`config.mk`:
```
export PLATFORM = sky130hd
export DESIGN_NAME = pci_uart_localbus_decode
export DESIGN_NICKNAME = d
export VERILOG_FILES = /design/src/hw/decode_pkg.sv /design/src/hw/pci_uart_localbus_decode.sv
export SDC_FILE = /design/constraint.sdc
export NUM_CORES = 1
export LEC_CHECK = 0
export BUFFER_PORTS_ARGS = -buffer_cell sky130_fd_sc_hd__buf_4
export CAP_MARGIN = 20
export CORE_ASPECT_RATIO = 1.1
export CORE_MARGIN = 2
export CORE_UTILIZATION = 45
export CTS_CLUSTER_DIAMETER = 150
export DETAILED_ROUTE_END_ITERATION = 8
export PLACE_DENSITY = 0.71
export SYNTH_ARGS = -nofsm -noshare
export SYNTH_HDL_FRONTEND = slang
export SYNTH_SLANG_ARGS = --single-unit
export TNS_END_PERCENT = 50
```
`constraint.sdc`:
```
create_clock -name aclk -period 3.4 [get_ports aclk]
set_input_delay 0.68 -clock aclk [delete_from_list [all_inputs] [get_ports aclk]]
set_output_delay 0.68 -clock aclk [all_outputs]
set_load 0.05 [all_outputs]
```
`src/hw/decode_pkg.sv`:
```
// Constants shared by the PCI target address decoder
package decode_pkg;
   // ------------------------------------------------------------
   // Register byte addresses
   // ------------------------------------------------------------
   localparam logic [3:0] CTRL_OFS   = 4'h0;
   localparam logic [3:0] BUSCFG_OFS = 4'h4;
   localparam logic [3:0] STATUS_OFS = 4'h8;
   localparam logic [3:0] COUNT_OFS  = 4'hc;
   // ------------------------------------------------------------
   // Control register fields
   // ------------------------------------------------------------
   localparam int CTRL_IO_EN_BIT  = 0;
   localparam int CTRL_MEM_EN_BIT = 1;
   localparam int CTRL_UNIQUE_BIT = 2;
   localparam int CTRL_MODE_LSB   = 4;
   localparam logic [6:0] CTRL_RESET = 7'h00;
   // ------------------------------------------------------------
   // Local bus configuration fields
   // ------------------------------------------------------------
   localparam int BUSCFG_SIZE_LSB = 0;
   localparam int BUSCFG_LOW_LSB  = 3;
   // Default: 32-byte block, decode from bit 3, same map as UARTs
   localparam logic [2:0] BUSCFG_SIZE_RESET = 3'h4;
   localparam logic [3:0] BUSCFG_LOW_RESET  = 4'h3;
   // ------------------------------------------------------------
   // Device modes with the local bus bridge
   // ------------------------------------------------------------
   localparam logic [2:0] MODE_LB_A = 3'h0;
   localparam logic [2:0] MODE_LB_B = 3'h3;
   localparam logic [2:0] MODE_LB_C = 3'h4;
   // ------------------------------------------------------------
   // Window sizes and address fields
   // ------------------------------------------------------------
   localparam logic [11:0] IO_SHARED_LIMIT = 12'h020;
   localparam logic [11:0] IO_UNIQUE_LIMIT = 12'h008;
   localparam int MEM_REGION_BIT = 7;
   localparam logic [1:0] RESP_OKAY   = 2'h0;
   localparam logic [1:0] RESP_SLVERR = 2'h2;
   localparam logic [15:0] COUNT_RESET = 16'h0000;
endpackage

```
`src/hw/pci_uart_localbus_decode.sv`:
```
// PCI target decoder: UART register sets and 8-bit local bus
`timescale 1ns/1ps
// What this block does
// - Shared mode: function 0 claims 32-byte I/O BAR0 and 4K memory BAR1.
// - Shared I/O: offset n*8+r reaches register r of UART n.
// - Memory: register r of UART n sits at n*20h plus r*4.
// - Only low memory bits decoded, so UART sets alias across 4K.
// - Unique mode: BAR0..3 are 8-byte I/O windows, BAR5 4K memory.
// - Unique I/O: offsets 0..7 select that UART's registers directly.
// - Unique BAR5: bit 7 low reaches UARTs, high reaches local registers.
// - Host enables I/O and memory spaces; no claim while disabled.
// - Function 1 bridges only in modes 000, 011 and 100.
// - Function 1 I/O block is 4 to 256 bytes with configurable decode bit.
// - 256-byte block drives address outputs from offset bits 7..0.
// - Smaller block forces address outputs above its range to zero.
// - Two bits from decode bit k choose one of four selects.
// - Decode bit at the block top yields only selects 0 and 1.
// - Decode bit beyond the block gives select 0 only; software keeps k<=8.
// - Default configuration matches the shared UART I/O map.
// - Memory access drives bits 9..2 out and decodes bits 11..10.
module pci_uart_localbus_decode
   import decode_pkg::*;
(
   // Clock, reset, enable
   input  wire logic        aclk,
   input  wire logic        aresetn,
   input  wire logic        ce,
   // AXI4-Lite register slave
   input  wire logic [3:0]  s_awaddr,
   input  wire logic        s_awvalid,
   output logic             s_awready,
   input  wire logic [31:0] s_wdata,
   input  wire logic [3:0]  s_wstrb,
   input  wire logic        s_wvalid,
   output logic             s_wready,
   output logic [1:0]       s_bresp,
   output logic             s_bvalid,
   input  wire logic        s_bready,
   input  wire logic [3:0]  s_araddr,
   input  wire logic        s_arvalid,
   output logic             s_arready,
   output logic [31:0]      s_rdata,
   output logic [1:0]       s_rresp,
   output logic             s_rvalid,
   input  wire logic        s_rready,
   // PCI access phase from the target core
   input  wire logic        req_valid,
   input  wire logic        req_func,
   input  wire logic        req_is_mem,
   input  wire logic [2:0]  req_bar,
   input  wire logic [11:0] req_offset,
   // Decode results
   output logic             claim,
   output logic             uart_hit,
   output logic [1:0]       uart_index,
   output logic [2:0]       uart_reg,
   output logic             lcfg_hit,
   output logic [7:0]       lcfg_offset,
   output logic [7:0]       periph_addr_out,
   output logic             periph_select0_n,
   output logic             periph_select1_n,
   output logic             periph_select2_n,
   output logic             periph_select3_n
);
   // ------------------------------------------------------------
   // Register bus state
   // ------------------------------------------------------------
   logic        awready_q, awready_d, wready_q, wready_d;
   logic        aw_have_q, aw_have_d, w_have_q, w_have_d;
   logic [3:0]  aw_addr_q, aw_addr_d;
   logic [7:0]  w_byte_q, w_byte_d;
   logic        w_lane_q, w_lane_d;
   logic        bvalid_q, bvalid_d, arready_q, arready_d;
   logic        rvalid_q, rvalid_d;
   logic [1:0]  bresp_q, bresp_d, rresp_q, rresp_d;
   logic [31:0] rdata_q, rdata_d;
   logic [6:0]  ctrl_q, ctrl_d;
   logic [2:0]  size_q, size_d;
   logic [3:0]  low_q, low_d;
   logic [15:0] count_q, count_d;
   logic        io_en, mem_en, unique_bar;
   logic [2:0]  dev_mode;

   assign io_en      = ctrl_q[CTRL_IO_EN_BIT];
   assign mem_en     = ctrl_q[CTRL_MEM_EN_BIT];
   assign unique_bar = ctrl_q[CTRL_UNIQUE_BIT];
   assign dev_mode   = ctrl_q[CTRL_MODE_LSB +: 3];

   always_comb begin
      aw_have_d = aw_have_q;
      aw_addr_d = aw_addr_q;
      w_have_d  = w_have_q;
      w_byte_d  = w_byte_q;
      w_lane_d  = w_lane_q;
      bvalid_d  = bvalid_q;
      bresp_d   = bresp_q;
      rvalid_d  = rvalid_q;
      rdata_d   = rdata_q;
      rresp_d   = rresp_q;
      ctrl_d    = ctrl_q;
      size_d    = size_q;
      low_d     = low_q;
      if (s_awvalid && awready_q) begin
         aw_have_d = 1'b1;
         aw_addr_d = s_awaddr;
      end
      if (s_wvalid && wready_q) begin
         w_have_d = 1'b1;
         w_byte_d = s_wdata[7:0];
         w_lane_d = s_wstrb[0];
      end
      if (bvalid_q && s_bready) begin
         bvalid_d = 1'b0;
      end
      // Address and data may arrive in either order
      if (aw_have_d && w_have_d && !bvalid_d) begin
         aw_have_d = 1'b0;
         w_have_d  = 1'b0;
         bvalid_d  = 1'b1;
         bresp_d   = RESP_OKAY;
         case (aw_addr_d)
            CTRL_OFS: begin
               if (w_lane_d) begin
                  ctrl_d = w_byte_d[6:0];
               end
            end
            BUSCFG_OFS: begin
               if (w_lane_d) begin
                  size_d = w_byte_d[BUSCFG_SIZE_LSB +: 3];
                  low_d  = w_byte_d[BUSCFG_LOW_LSB +: 4];
               end
            end
            STATUS_OFS, COUNT_OFS: begin
               bresp_d = RESP_OKAY;
            end
            default: begin
               bresp_d = RESP_SLVERR;
            end
         endcase
      end
      if (rvalid_q && s_rready) begin
         rvalid_d = 1'b0;
      end
      if (s_arvalid && arready_q) begin
         rvalid_d = 1'b1;
         rresp_d  = RESP_OKAY;
         case (s_araddr)
            CTRL_OFS:   rdata_d = {25'h0, ctrl_q};
            BUSCFG_OFS: rdata_d = {25'h0, low_q, size_q};
            STATUS_OFS: rdata_d = {16'h0, claim, uart_hit, uart_index,
                                   uart_reg, lcfg_hit, periph_select3_n,
                                   periph_select2_n, periph_select1_n,
                                   periph_select0_n, 4'h0};
            COUNT_OFS:  rdata_d = {16'h0, count_q};
            default: begin
               rdata_d = 32'h0000_0000;
               rresp_d = RESP_SLVERR;
            end
         endcase
      end
      // One write and one read in flight, no more
      awready_d = !aw_have_d && !bvalid_d;
      wready_d  = !w_have_d && !bvalid_d;
      arready_d = !rvalid_d;
   end

   always_ff @(posedge aclk) begin
      if (!aresetn) begin
         awready_q <= 1'b0;
         wready_q  <= 1'b0;
         aw_have_q <= 1'b0;
         aw_addr_q <= 4'h0;
         w_have_q  <= 1'b0;
         w_byte_q  <= 8'h00;
         w_lane_q  <= 1'b0;
         bvalid_q  <= 1'b0;
         bresp_q   <= RESP_OKAY;
         arready_q <= 1'b0;
         rvalid_q  <= 1'b0;
         rdata_q   <= 32'h0000_0000;
         rresp_q   <= RESP_OKAY;
         ctrl_q    <= CTRL_RESET;
         size_q    <= BUSCFG_SIZE_RESET;
         low_q     <= BUSCFG_LOW_RESET;
      end else if (ce) begin
         awready_q <= awready_d;
         wready_q  <= wready_d;
         aw_have_q <= aw_have_d;
         aw_addr_q <= aw_addr_d;
         w_have_q  <= w_have_d;
         w_byte_q  <= w_byte_d;
         w_lane_q  <= w_lane_d;
         bvalid_q  <= bvalid_d;
         bresp_q   <= bresp_d;
         arready_q <= arready_d;
         rvalid_q  <= rvalid_d;
         rdata_q   <= rdata_d;
         rresp_q   <= rresp_d;
         ctrl_q    <= ctrl_d;
         size_q    <= size_d;
         low_q     <= low_d;
      end
   end

   assign s_awready = awready_q;
   assign s_wready  = wready_q;
   assign s_bvalid  = bvalid_q;
   assign s_bresp   = bresp_q;
   assign s_arready = arready_q;
   assign s_rvalid  = rvalid_q;
   assign s_rdata   = rdata_q;
   assign s_rresp   = rresp_q;

   // ------------------------------------------------------------
   // Access decode
   // ------------------------------------------------------------
   logic        claim_q, uhit_q, lhit_q;
   logic [1:0]  uidx_q;
   logic [2:0]  ureg_q;
   logic [7:0]  loff_q, paddr_q;
   logic [3:0]  sel_n_q;
   logic        claim_d, uhit_d, lhit_d;
   logic [1:0]  uidx_d;
   logic [2:0]  ureg_d;
   logic [7:0]  loff_d, paddr_d;
   logic [3:0]  sel_n_d;
   logic [8:0]  lb_span;
   logic [7:0]  lb_mask, lb_addr;
   logic [15:0] lb_ext;
   logic [1:0]  lb_sel;
   logic        lb_mode, io_ok, mem_ok;

   // Size code 1..7 gives 4..256 bytes; 0 is taken as 256
   assign lb_span = 9'h001 << (4'(size_q) + 4'h1);
   assign lb_mask = (size_q == 3'h0) ? 8'hff : 8'(lb_span - 9'h001);
   // address lines above the block forced low
   assign lb_addr = req_offset[7:0] & lb_mask;
   // bits beyond range read as zero
   assign lb_ext  = {8'h00, lb_addr};
   assign lb_sel  = 2'(lb_ext >> low_q);
   // bridge only in local bus modes
   assign lb_mode = (dev_mode == MODE_LB_A) || (dev_mode == MODE_LB_B)
                    || (dev_mode == MODE_LB_C);
   assign io_ok   = req_valid && !req_is_mem && io_en;
   assign mem_ok  = req_valid && req_is_mem && mem_en;

   always_comb begin
      claim_d = 1'b0;
      uhit_d  = 1'b0;
      lhit_d  = 1'b0;
      uidx_d  = 2'h0;
      ureg_d  = 3'h0;
      loff_d  = 8'h00;
      paddr_d = 8'h00;
      sel_n_d = 4'hf;
      count_d = count_q;
      if (!req_func) begin
         if (io_ok && !unique_bar && req_bar == 3'h0
             && req_offset < IO_SHARED_LIMIT) begin
            uhit_d = 1'b1;
            uidx_d = req_offset[4:3];
            ureg_d = req_offset[2:0];
         end else if (io_ok && unique_bar && req_bar < 3'h4
                      && req_offset < IO_UNIQUE_LIMIT) begin
            uhit_d = 1'b1;
            uidx_d = req_bar[1:0];
            ureg_d = req_offset[2:0];
         end else if (io_ok && req_bar == (unique_bar ? 3'h4 : 3'h2)) begin
            lhit_d = 1'b1;
            loff_d = req_offset[7:0];
         end else if (mem_ok && !unique_bar && req_bar == 3'h1) begin
            uhit_d = 1'b1;
            uidx_d = req_offset[6:5];
            ureg_d = req_offset[4:2];
         end else if (mem_ok && unique_bar && req_bar == 3'h5) begin
            if (req_offset[MEM_REGION_BIT]) begin
               lhit_d = 1'b1;
               loff_d = {1'b0, req_offset[6:0]};
            end else begin
               uhit_d = 1'b1;
               uidx_d = req_offset[6:5];
               ureg_d = req_offset[4:2];
            end
         end else if (mem_ok && !unique_bar && req_bar == 3'h3) begin
            lhit_d = 1'b1;
            loff_d = req_offset[7:0];
         end
      end else begin
         if (io_ok && lb_mode && req_bar == 3'h0
             && (req_offset & ~{4'h0, lb_mask}) == 12'h000) begin
            claim_d = 1'b1;
            paddr_d = lb_addr;
            sel_n_d = ~(4'h1 << lb_sel);
         // memory map ignores the decode bit
         end else if (mem_ok && lb_mode && req_bar == 3'h1) begin
            claim_d = 1'b1;
            paddr_d = req_offset[9:2];
            sel_n_d = ~(4'h1 << req_offset[11:10]);
         end else if (io_ok && req_bar == 3'h2) begin
            lhit_d = 1'b1;
            loff_d = req_offset[7:0];
         end else if (mem_ok && req_bar == 3'h3) begin
            lhit_d = 1'b1;
            loff_d = req_offset[7:0];
         end
      end
      claim_d = claim_d || uhit_d || lhit_d;
      if (claim_d) begin
         count_d = count_q + 16'h0001;
      end
   end

   always_ff @(posedge aclk) begin
      if (!aresetn) begin
         claim_q <= 1'b0;
         uhit_q  <= 1'b0;
         lhit_q  <= 1'b0;
         uidx_q  <= 2'h0;
         ureg_q  <= 3'h0;
         loff_q  <= 8'h00;
         paddr_q <= 8'h00;
         sel_n_q <= 4'hf;
         count_q <= COUNT_RESET;
      end else if (ce) begin
         claim_q <= claim_d;
         uhit_q  <= uhit_d;
         lhit_q  <= lhit_d;
         uidx_q  <= uidx_d;
         ureg_q  <= ureg_d;
         loff_q  <= loff_d;
         paddr_q <= paddr_d;
         sel_n_q <= sel_n_d;
         count_q <= count_d;
      end
   end

   assign claim            = claim_q;
   assign uart_hit         = uhit_q;
   assign uart_index       = uidx_q;
   assign uart_reg         = ureg_q;
   assign lcfg_hit         = lhit_q;
   assign lcfg_offset      = loff_q;
   assign periph_addr_out  = paddr_q;
   assign periph_select0_n = sel_n_q[0];
   assign periph_select1_n = sel_n_q[1];
   assign periph_select2_n = sel_n_q[2];
   assign periph_select3_n = sel_n_q[3];
endmodule

```
# Yosys cells after proc, flatten, opt, wreduce, memory -nomap -nowiden
# Index checks and enable logic that the tools add are counted.
# Widths: inputs -> output; s select.
# classes
add_sub_neg	3
mul	0
div	0
order_cmp	3
n_eq_ne	13
shifts	4
muxes	70
bitwise	5
n_reduce_logical	56
# op_table
op	count
$mux 8	15
$pmux 16 s4	1
$logic_and 1x1->1	32
$mux 1	31
$mux 3	8
$mux 2	9
$add 16x1->16 const B	1
$eq 4x4->1 const B	4
$mux 4	4
$mux 7	2
$and 12x12->12	1
$logic_not 12->1	1
$lt 12x4->1 const B	1
$lt 12x6->1 const B	1
$not 8->12	1
$eq 3x2->1 const B	3
$logic_not 3->1	3
$and 8x8->8	1
$eq 4x3->1 const B	2
$logic_not 4->1	2
$not 4->4	2
$reduce_and 4->1	2
$reduce_or 4->1	2
$shl 1x2->4 const A	2
11 further kinds	23
# word_totals
register_bits	113
latch_bits	0
ramBits	0
rom_bits	0
inputBits	70
out_inout_bits	69
elab_cells	179
memories	0

# Longest topological paths before layout
# Gate-level depths: netlist of run 1.
# logic_depth
depth_word	13
mapped_depth	13
depth_no_buf	10

# Worst setup path after synthesis of run 1
# OpenSTA, ideal clock, no wires.
# synth_path
path_kind	input port to flip-flop
start	in ce
end	reg ctrl_q[3]
setup_ps	86
t_arrival_ps	2627
required_ps	3314
slack_ps	687
cell_stages	7
path_buffers	2
path_cell_list	clkbuf_1 > o2111ai_1 > or4b_2 > nor2b_1 > clkbuf_1 > nor2_1 > a211oi_1
# synth_via
elab_chain_cells	1
# synth_lines
element	line_no	rtl
start, declared	pci_uart_localbus_decode.sv:27	input wire logic ce,
$reduce_and 4->1 (no source line)	--	
end signal, assigned	pci_uart_localbus_decode.sv:199	ctrl_q <= ctrl_d;
end, declared	pci_uart_localbus_decode.sv:77	logic [6:0] ctrl_q, ctrl_d;
# No other way between the ends.
# A chain may end at the register's enable or synchronous reset.

# Worst setup path in the final report of run 1
# layout_path
start	reg size_q[0]
end	reg count_q[11]
# layout_via
elab_chain_cells	13
elab_cells_between_ends	16
cone_classes	add/sub (2); shift (1); mux (5); bitwise (2); reduce/logical (6)
# layout_lines
element	line_no	rtl
start, declared	pci_uart_localbus_decode.sv:78	logic [2:0] size_q, size_d;
start signal, assigned	pci_uart_localbus_decode.sv:200	size_q <= size_d;
$add 3x1->4	pci_uart_localbus_decode.sv:234	assign lb_span = 9'h001 << (4'(size_q) + 4'h1);
$shl 1x4->8	pci_uart_localbus_decode.sv:234	
$sub 8x1->8	pci_uart_localbus_decode.sv:235	assign lb_mask = (size_q == 3'h0) ? 8'hff : 8'(lb_span - 9'h001);
$mux 8 (*)	pci_uart_localbus_decode.sv:235	
$not 8->12 (*)	pci_uart_localbus_decode.sv:290	&& (req_offset & ~{4'h0, lb_mask}) == 12'h000) begin
$and 12x12->12 (*)	pci_uart_localbus_decode.sv:290	
$logic_not 12->1 (*)	pci_uart_localbus_decode.sv:290	
$logic_and 1x1->1 (*)	pci_uart_localbus_decode.sv:290	
$mux 1	pci_uart_localbus_decode.sv:289	if (io_ok && lb_mode && req_bar == 3'h0
$mux 1	pci_uart_localbus_decode.sv:257	if (!req_func) begin
$logic_or 1x1->1	pci_uart_localbus_decode.sv:307	claim_d = claim_d || uhit_d || lhit_d;
$logic_or 1x1->1 (*)	pci_uart_localbus_decode.sv:307	
$reduce_and 2->1 (no source line) (*)	--	
end signal, assigned	pci_uart_localbus_decode.sv:333	count_q <= count_d;
end, declared	pci_uart_localbus_decode.sv:80	logic [15:0] count_q, count_d;
# Mark *: on every way between the ends. The rest lies on a longest branch, timed or not.

==> flow_metrics.env, run 1 <==
export IMPL_hold_violations=0
export IMPL_synth_edf_count=0
export IMPL_outcome="finished, final reports clean"
export IMPL_initial_core_util_pct=46.1
export IMPL_cts_max_path_buffers=2
export IMPL_vias=4547
export IMPL_ctsHtreeMaxLevel=3
export IMPL_dp_cells=780
export IMPL_yosysUniqueCellTypes=62
export IMPL_cts_resized=0
export IMPL_gp_congestion=0.899
export IMPL_rsz0062_at_grt="false"
export IMPL_final_cell_mix="buf_4, dfxtp_1, nor2_1"
export IMPL_io_pins=139
export IMPL_postCtsSetupRepairBufs=0
export IMPL_setup_viol=0
export IMPL_fin_crit_sh_pct=87.9
export IMPL_tritoncts="built"
export IMPL_grt_pass1_wl_um=20800
export IMPL_root_buffer="clkbuf_16"
export IMPL_max_freq_mhz=335
export IMPL_area_sequential_mm2=0.00190
export IMPL_end_kind="register"
export IMPL_yosys_warnings=0
export IMPL_first_pass_iters=5
export IMPL_coreArea_mm2=0.0104
export IMPL_synth_seq_cells=95
export IMPL_p_per_area_mw_per_mm2=413
export IMPL_min_period_ns=2.99
export IMPL_syn_area_per_cell_um2=8.46
export IMPL_fillers=955
export IMPL_placementRows=39
export IMPL_start_kind="register"
export IMPL_dpl_cell_area_mm2=0.00557
export IMPL_maxCapViolCount=0
export IMPL_critPathArrivalTime_ns=3.27
export IMPL_grt_pass1_vias=4199
export IMPL_multi_input_area_mm2=0.00263
export IMPL_ant_nets=0
export IMPL_worst_pin_slew_ns=0.817
export IMPL_chipHeight_um=112
export IMPL_drtIter0Drc=372
export IMPL_clk_latency_ns=0.35
export IMPL_drive_above_1_share_pct=21.3
export IMPL_synthArstFlopShare_pct=0
export IMPL_grt_max_degree=32
export IMPL_drt_wl_total_um=12900
export IMPL_vdd_drop_max_v=0.000253
export IMPL_skew_ns=0.00963
export IMPL_setup_tns_ns=0
export IMPL_syn_area_mm2=0.00479
export IMPL_cp_max_fo=31
export IMPL_power_mw=2.42
export IMPL_drc_errors=0
export IMPL_synth_top_flop_cell="dfxtp_1"
export IMPL_globalRouteOverflowTotal=0
export IMPL_instances_no_fill=796
export IMPL_cts_buffers_inserted=9
export IMPL_postSynthCellCount=566
export IMPL_die_area_mm2=0.0115
export IMPL_finalNetCount=720
export IMPL_final_common_cell="buf_4"
export IMPL_wl_per_cell_um=16.3
export IMPL_power_leakage_nw=2.27
export IMPL_grt_usage_pct=22.8
export IMPL_clkSlewWorstSetupHoldPaths_ns=0.07
export IMPL_syn2layout_area_growth_pct=22.5
export IMPL_path_class="register to register"
export IMPL_hold_buffers=0
export IMPL_place_hpwl_um=9520
export IMPL_post_route_cell_area_mm2=0.00587
export IMPL_diodes=0
export IMPL_hp_class="register to register"
export IMPL_antenna_found_initial=0
export IMPL_via_per_inst=5.71
export IMPL_slew_headroom_pct=45.1
export IMPL_crit_required_ns=3.68
export IMPL_ys_seq_area_share_pct=39.7
export IMPL_dieWidth_um=102
export IMPL_drv_slew=0
export IMPL_io_buffers=92
export IMPL_clock_sinks=95
-- per-stage QoR --
step                util (%)  hold slack [ns]  setup slack [ns]
detailed placement      53.6            0.443             0.372
global route            56.4            0.488             0.140
global placement        53.6            0.437             0.402
CTS                     56.4            0.453             0.427
finish                  56.4            0.452             0.413
floorplan                  -            0.423             0.687
-- final timing paths --
path                 endpoint  depth (start not counted)  slack (ns)  startpoint
setup / recovery  count_q[11]                         11        0.41   size_q[0]
hold / removal      aw_have_q                          2        0.45   aw_have_q
setup reg to reg  count_q[11]                         11        0.41   size_q[0]
hold reg to reg     aw_have_q                          2        0.45   aw_have_q
-- cell usage after synthesis, drive strengths merged (2+ instances only) --
cell type,number,share of area (%)
a211o,2,0.37
a211oi,13,2.0
a21boi,4,0.63
a21o,2,0.31
a21oi,37,3.9
a22o,5,0.91
a22oi,33,5.2
a31oi,3,0.39
a32oi,5,0.91
and2,7,0.91
and3,3,0.39
and3b,3,0.55
and4,2,0.37
buf,27,3.7
clkbuf,24,1.9
conb,2,0.16
dfxtp,95,40
ha,2,0.52
inv,16,1.3
mux2,6,1.4
mux2i,26,5.4
mux4,3,1.4
nand2,52,4.1
nand2b,3,0.39
nand3,15,1.6
nand4,6,0.78
nand4bb,2,0.47
nor2,71,5.6
nor2b,4,0.52
nor3,9,0.94
nor3b,3,0.57
nor4,3,0.71
o2111ai,2,0.37
o211ai,2,0.31
o21ai,28,2.9
o22ai,3,0.52
o2bb2ai,4,0.73
o31ai,8,1.3
o32ai,2,0.37
or3,8,1.0
or4,7,1.1
-- critical path: stages, from the launching register on --
cell and delay [ns]:
dfxtp_1 0.31, nor3_1 0.38, inv_1 0.17, ha_1 0.25, and3b_1 0.25, o22ai_1 0.09, nand2_1 0.10, o211ai_1 0.17
a211o_1 0.38, buf_12 0.17, or4_1 0.50, a21oi_1 0.15
-- per-layer routing --
| layer | routed length (µm) | up-vias | track usage, % |
|---|---|---|---|
| li1 | - | 2195 | - |
| met1 | 5470 | 2135 | 30.5 |
| met2 | 6160 | 197 | 36.8 |
| met3 | 1080 | 20 | 5.04 |
| met4 | 238 | 0 | 6.93 |
| met5 | 0 | - | 0 |
-- cells by family (layout without fill, tap and decap cells) --
logic type	after synthesis	after routing	synth area share, %
DFF	95	95	39.7
muxes	35	35	8.25
and+or+nand+nor	203	203	21.2
xor gates and xnor gates	2	2	0.366
adders and majority gates	2	2	0.522
buffers and inverters	67	137	6.82
AOI/OAI and AO/OA	160	160	23.0
other	2	19	0.157
-- power breakdown --
part	total (mW)	switching, mW	internal, mW
combinational	0.258	0.176	0.0822
clock	1.03	0.451	0.580
sequential	1.13	0.00991	1.12
total	2.42	0.637	1.79
-- final cells by class --
type	count	area share [%]
Multi-Input combinational cell	421	44.8
Timing Repair Buffer	105	13.6
Tap cell	143	3.05
Clock inverter	5	1.13
Sequential cell	95	32.4
Clock buffer	11	3.97
Inverter	16	1.02
No activity file was read; power rests on OpenSTA's default activity.
==> run 2, diff against run 1 <==
--- a/config.mk
+++ b/config.mk
@@ -9,10 +9,9 @@
 export CAP_MARGIN = 20
 export CORE_ASPECT_RATIO = 1.1
 export CORE_MARGIN = 2
-export CORE_UTILIZATION = 45
+export CORE_UTILIZATION = 40
 export CTS_CLUSTER_DIAMETER = 150
 export DETAILED_ROUTE_END_ITERATION = 8
-export PLACE_DENSITY = 0.71
 export SYNTH_ARGS = -nofsm -noshare
 export SYNTH_HDL_FRONTEND = slang
 export SYNTH_SLANG_ARGS = --single-unit
==> run 2 against run 1 <==
Sequential share of layout area fell by 0.16 points. Die area rose by 12%. Via count fell by 2.0%. Routed wire length rose by 2.3%. First-iteration DRC count fell by 27%. Register-to-register slack got worse by 0.06 ns. Core utilization fell by 5.6 points. Total power rose by 1.5%. Design area rose by 0.49%. Combinational power barely moved. Maximum frequency fell by 2.1%.
==> flow_metrics.env, run 2 (synthesized netlist as in run 1, its figures left out) <==
export IMPL_outcome="finished, final reports clean"
export IMPL_cp_slowest_cell="or4_1"
export IMPL_clkSlewWorstSetupHoldPaths_ns=0.07
export IMPL_grt_max_degree=50
export IMPL_hp_start="w_byte_q[2]"
export IMPL_final_cell_mix="buf_4, dfxtp_1, nor2_1"
export IMPL_syn2layout_area_growth_pct=23.1
export IMPL_max_freq_mhz=328
export IMPL_timing_rr_end="count_q[15]"
export IMPL_power_leakage_nw=2.29
export IMPL_final_common_cell="buf_4"
export IMPL_postCtsSetupRepairBufs=0
export IMPL_reg2reg_from="size_q[0]"
export IMPL_placementRows=41
export IMPL_setup_viol=0
export IMPL_hold_buffers=0
export IMPL_hold_path_depth=2
export IMPL_antenna_found_initial=0
export IMPL_crit_chain="nor3_1 -> inv_1 -> ha_1 -> and3b_1 -> o22ai_1 -> nand2_1 -> o211ai_1 -> a211o_1 -> buf_12 -> or4_1 -> a21oi_1"
export IMPL_clock_sinks=95
export IMPL_whs_ns=0.452
export IMPL_p_per_area_mw_per_mm2=417
export IMPL_globalRouteOverflowTotal=0
export IMPL_vias=4454
export IMPL_drt_wl_total_um=13200
export IMPL_coreArea_mm2=0.0116
export IMPL_cts_resized=0
export IMPL_start_kind="register"
export IMPL_fillers=1123
export IMPL_chipHeight_um=119
export IMPL_io_pins=139
export IMPL_grt_pass1_wl_um=20900
export IMPL_wl_per_cell_um=16.5
export IMPL_hold_end="w_byte_q[2]"
export IMPL_hp_class="register to register"
export IMPL_grt_usage_pct=20.6
export IMPL_worst_pin_slew_ns=0.836
export IMPL_drv_slew=0
export IMPL_critPathArrivalTime_ns=3.33
export IMPL_min_period_ns=3.05
export IMPL_tritoncts="built"
export IMPL_r2r_cells=11
export IMPL_io_buffers=92
export IMPL_diodes=0
export IMPL_maxCapViolCount=0
export IMPL_gp_congestion=0.917
export IMPL_cp_slowest_stage_delay_ns=0.52
export IMPL_end_kind="register"
export IMPL_dieWidth_um=108
export IMPL_initial_core_util_pct=41.3
export IMPL_drive_above_1_share_pct=21.5
export IMPL_grt_pass1_vias=4160
export IMPL_root_buffer="clkbuf_16"
export IMPL_rrSetupSlack_ns=0.35
export IMPL_clk_latency_ns=0.35
export IMPL_first_pass_iters=5
export IMPL_die_area_mm2=0.0129
export IMPL_critPathBufInv=2
export IMPL_drtIter0Drc=271
export IMPL_cts_buffers_inserted=9
export IMPL_ant_nets=0
export IMPL_fin_crit_sh_pct=89.8
export IMPL_finalNetCount=719
export IMPL_worst_path_dominant_cell_family="simple AND/OR/NAND/NOR gates"
export IMPL_place_hpwl_um=9650
export IMPL_rsz0062_at_grt="false"
export IMPL_drc_errors=0
export IMPL_crit_required_ns=3.68
export IMPL_ctsHtreeMaxLevel=3
export IMPL_cts_max_path_buffers=2
export IMPL_slew_headroom_pct=43.8
export IMPL_cp_max_fo=31
export IMPL_via_per_inst=5.55
export IMPL_skew_ns=0.00886
export IMPL_setup_tns_ns=0
export IMPL_path_class="register to register"
export IMPL_vdd_drop_max_v=0.000203
export IMPL_hold_violations=0
run 2: metrics by stage:
stage / worst slack (ns) / power (mW) / util, % / instances / instance area (µm²)
floorplan: 0.687 / 1.33 / - / 583 / 4850
global placement: 0.393 / 1.41 / 48.1 / 786 / 5580
detailed placement: 0.313 / 1.42 / 48.1 / 786 / 5580
CTS: 0.384 / 2.49 / 50.9 / 802 / 5900
global route: 0.160 / 2.54 / 50.9 / 802 / 5900
finish: 0.348 / 2.46 / 50.9 / 802 / 5900
run 2: worst max-delay path by stage:
stage	depth (start not counted)	slack [ns]	to	from
after floorplan	7	0.69	ctrl_q[3]	ce
after global placement	9	0.39	count_q[11]	req_offset[11]
after detailed placement	9	0.31	count_q[15]	req_offset[11]
after CTS	11	0.38	count_q[15]	size_q[0]
after global routing	11	0.16	count_q[9]	size_q[0]
final	11	0.35	count_q[15]	size_q[0]
run 2: worst min-delay path, cell delays in order (launching register included):
cell	delay (ns)
dfxtp_1	0.31
nand2_1	0.05
a21oi_1	0.05
run 2: where the power goes:
part           switching (mW)  internal [mW]
Sequential            0.00971           1.12
Clock                   0.451          0.616
Combinational           0.177         0.0830
run 2: area by class of cell:
type	count	area, µm²	share of cell area (%)
clock inverters	5	61.3	1.04
flip-flops and latches	95	1900	32.3
multi-input cells	421	2630	44.5
clock buffers	11	253	4.29
well taps	150	188	3.18
inverters	16	60.1	1.02
repair buffers	104	806	13.7
run 2: routing by layer:
| layer | global-route usage [%] | share of wire [%] | vias up |
|---|---|---|---|
| met4 | 8.97 | 2.3 | 0 |
| met1 | 27.2 | 45 | 2097 |
| li1 | - | - | 2197 |
| met3 | 2.81 | 5.7 | 22 |
| met5 | 0 | 0 | - |
| met2 | 33.5 | 47 | 138 |
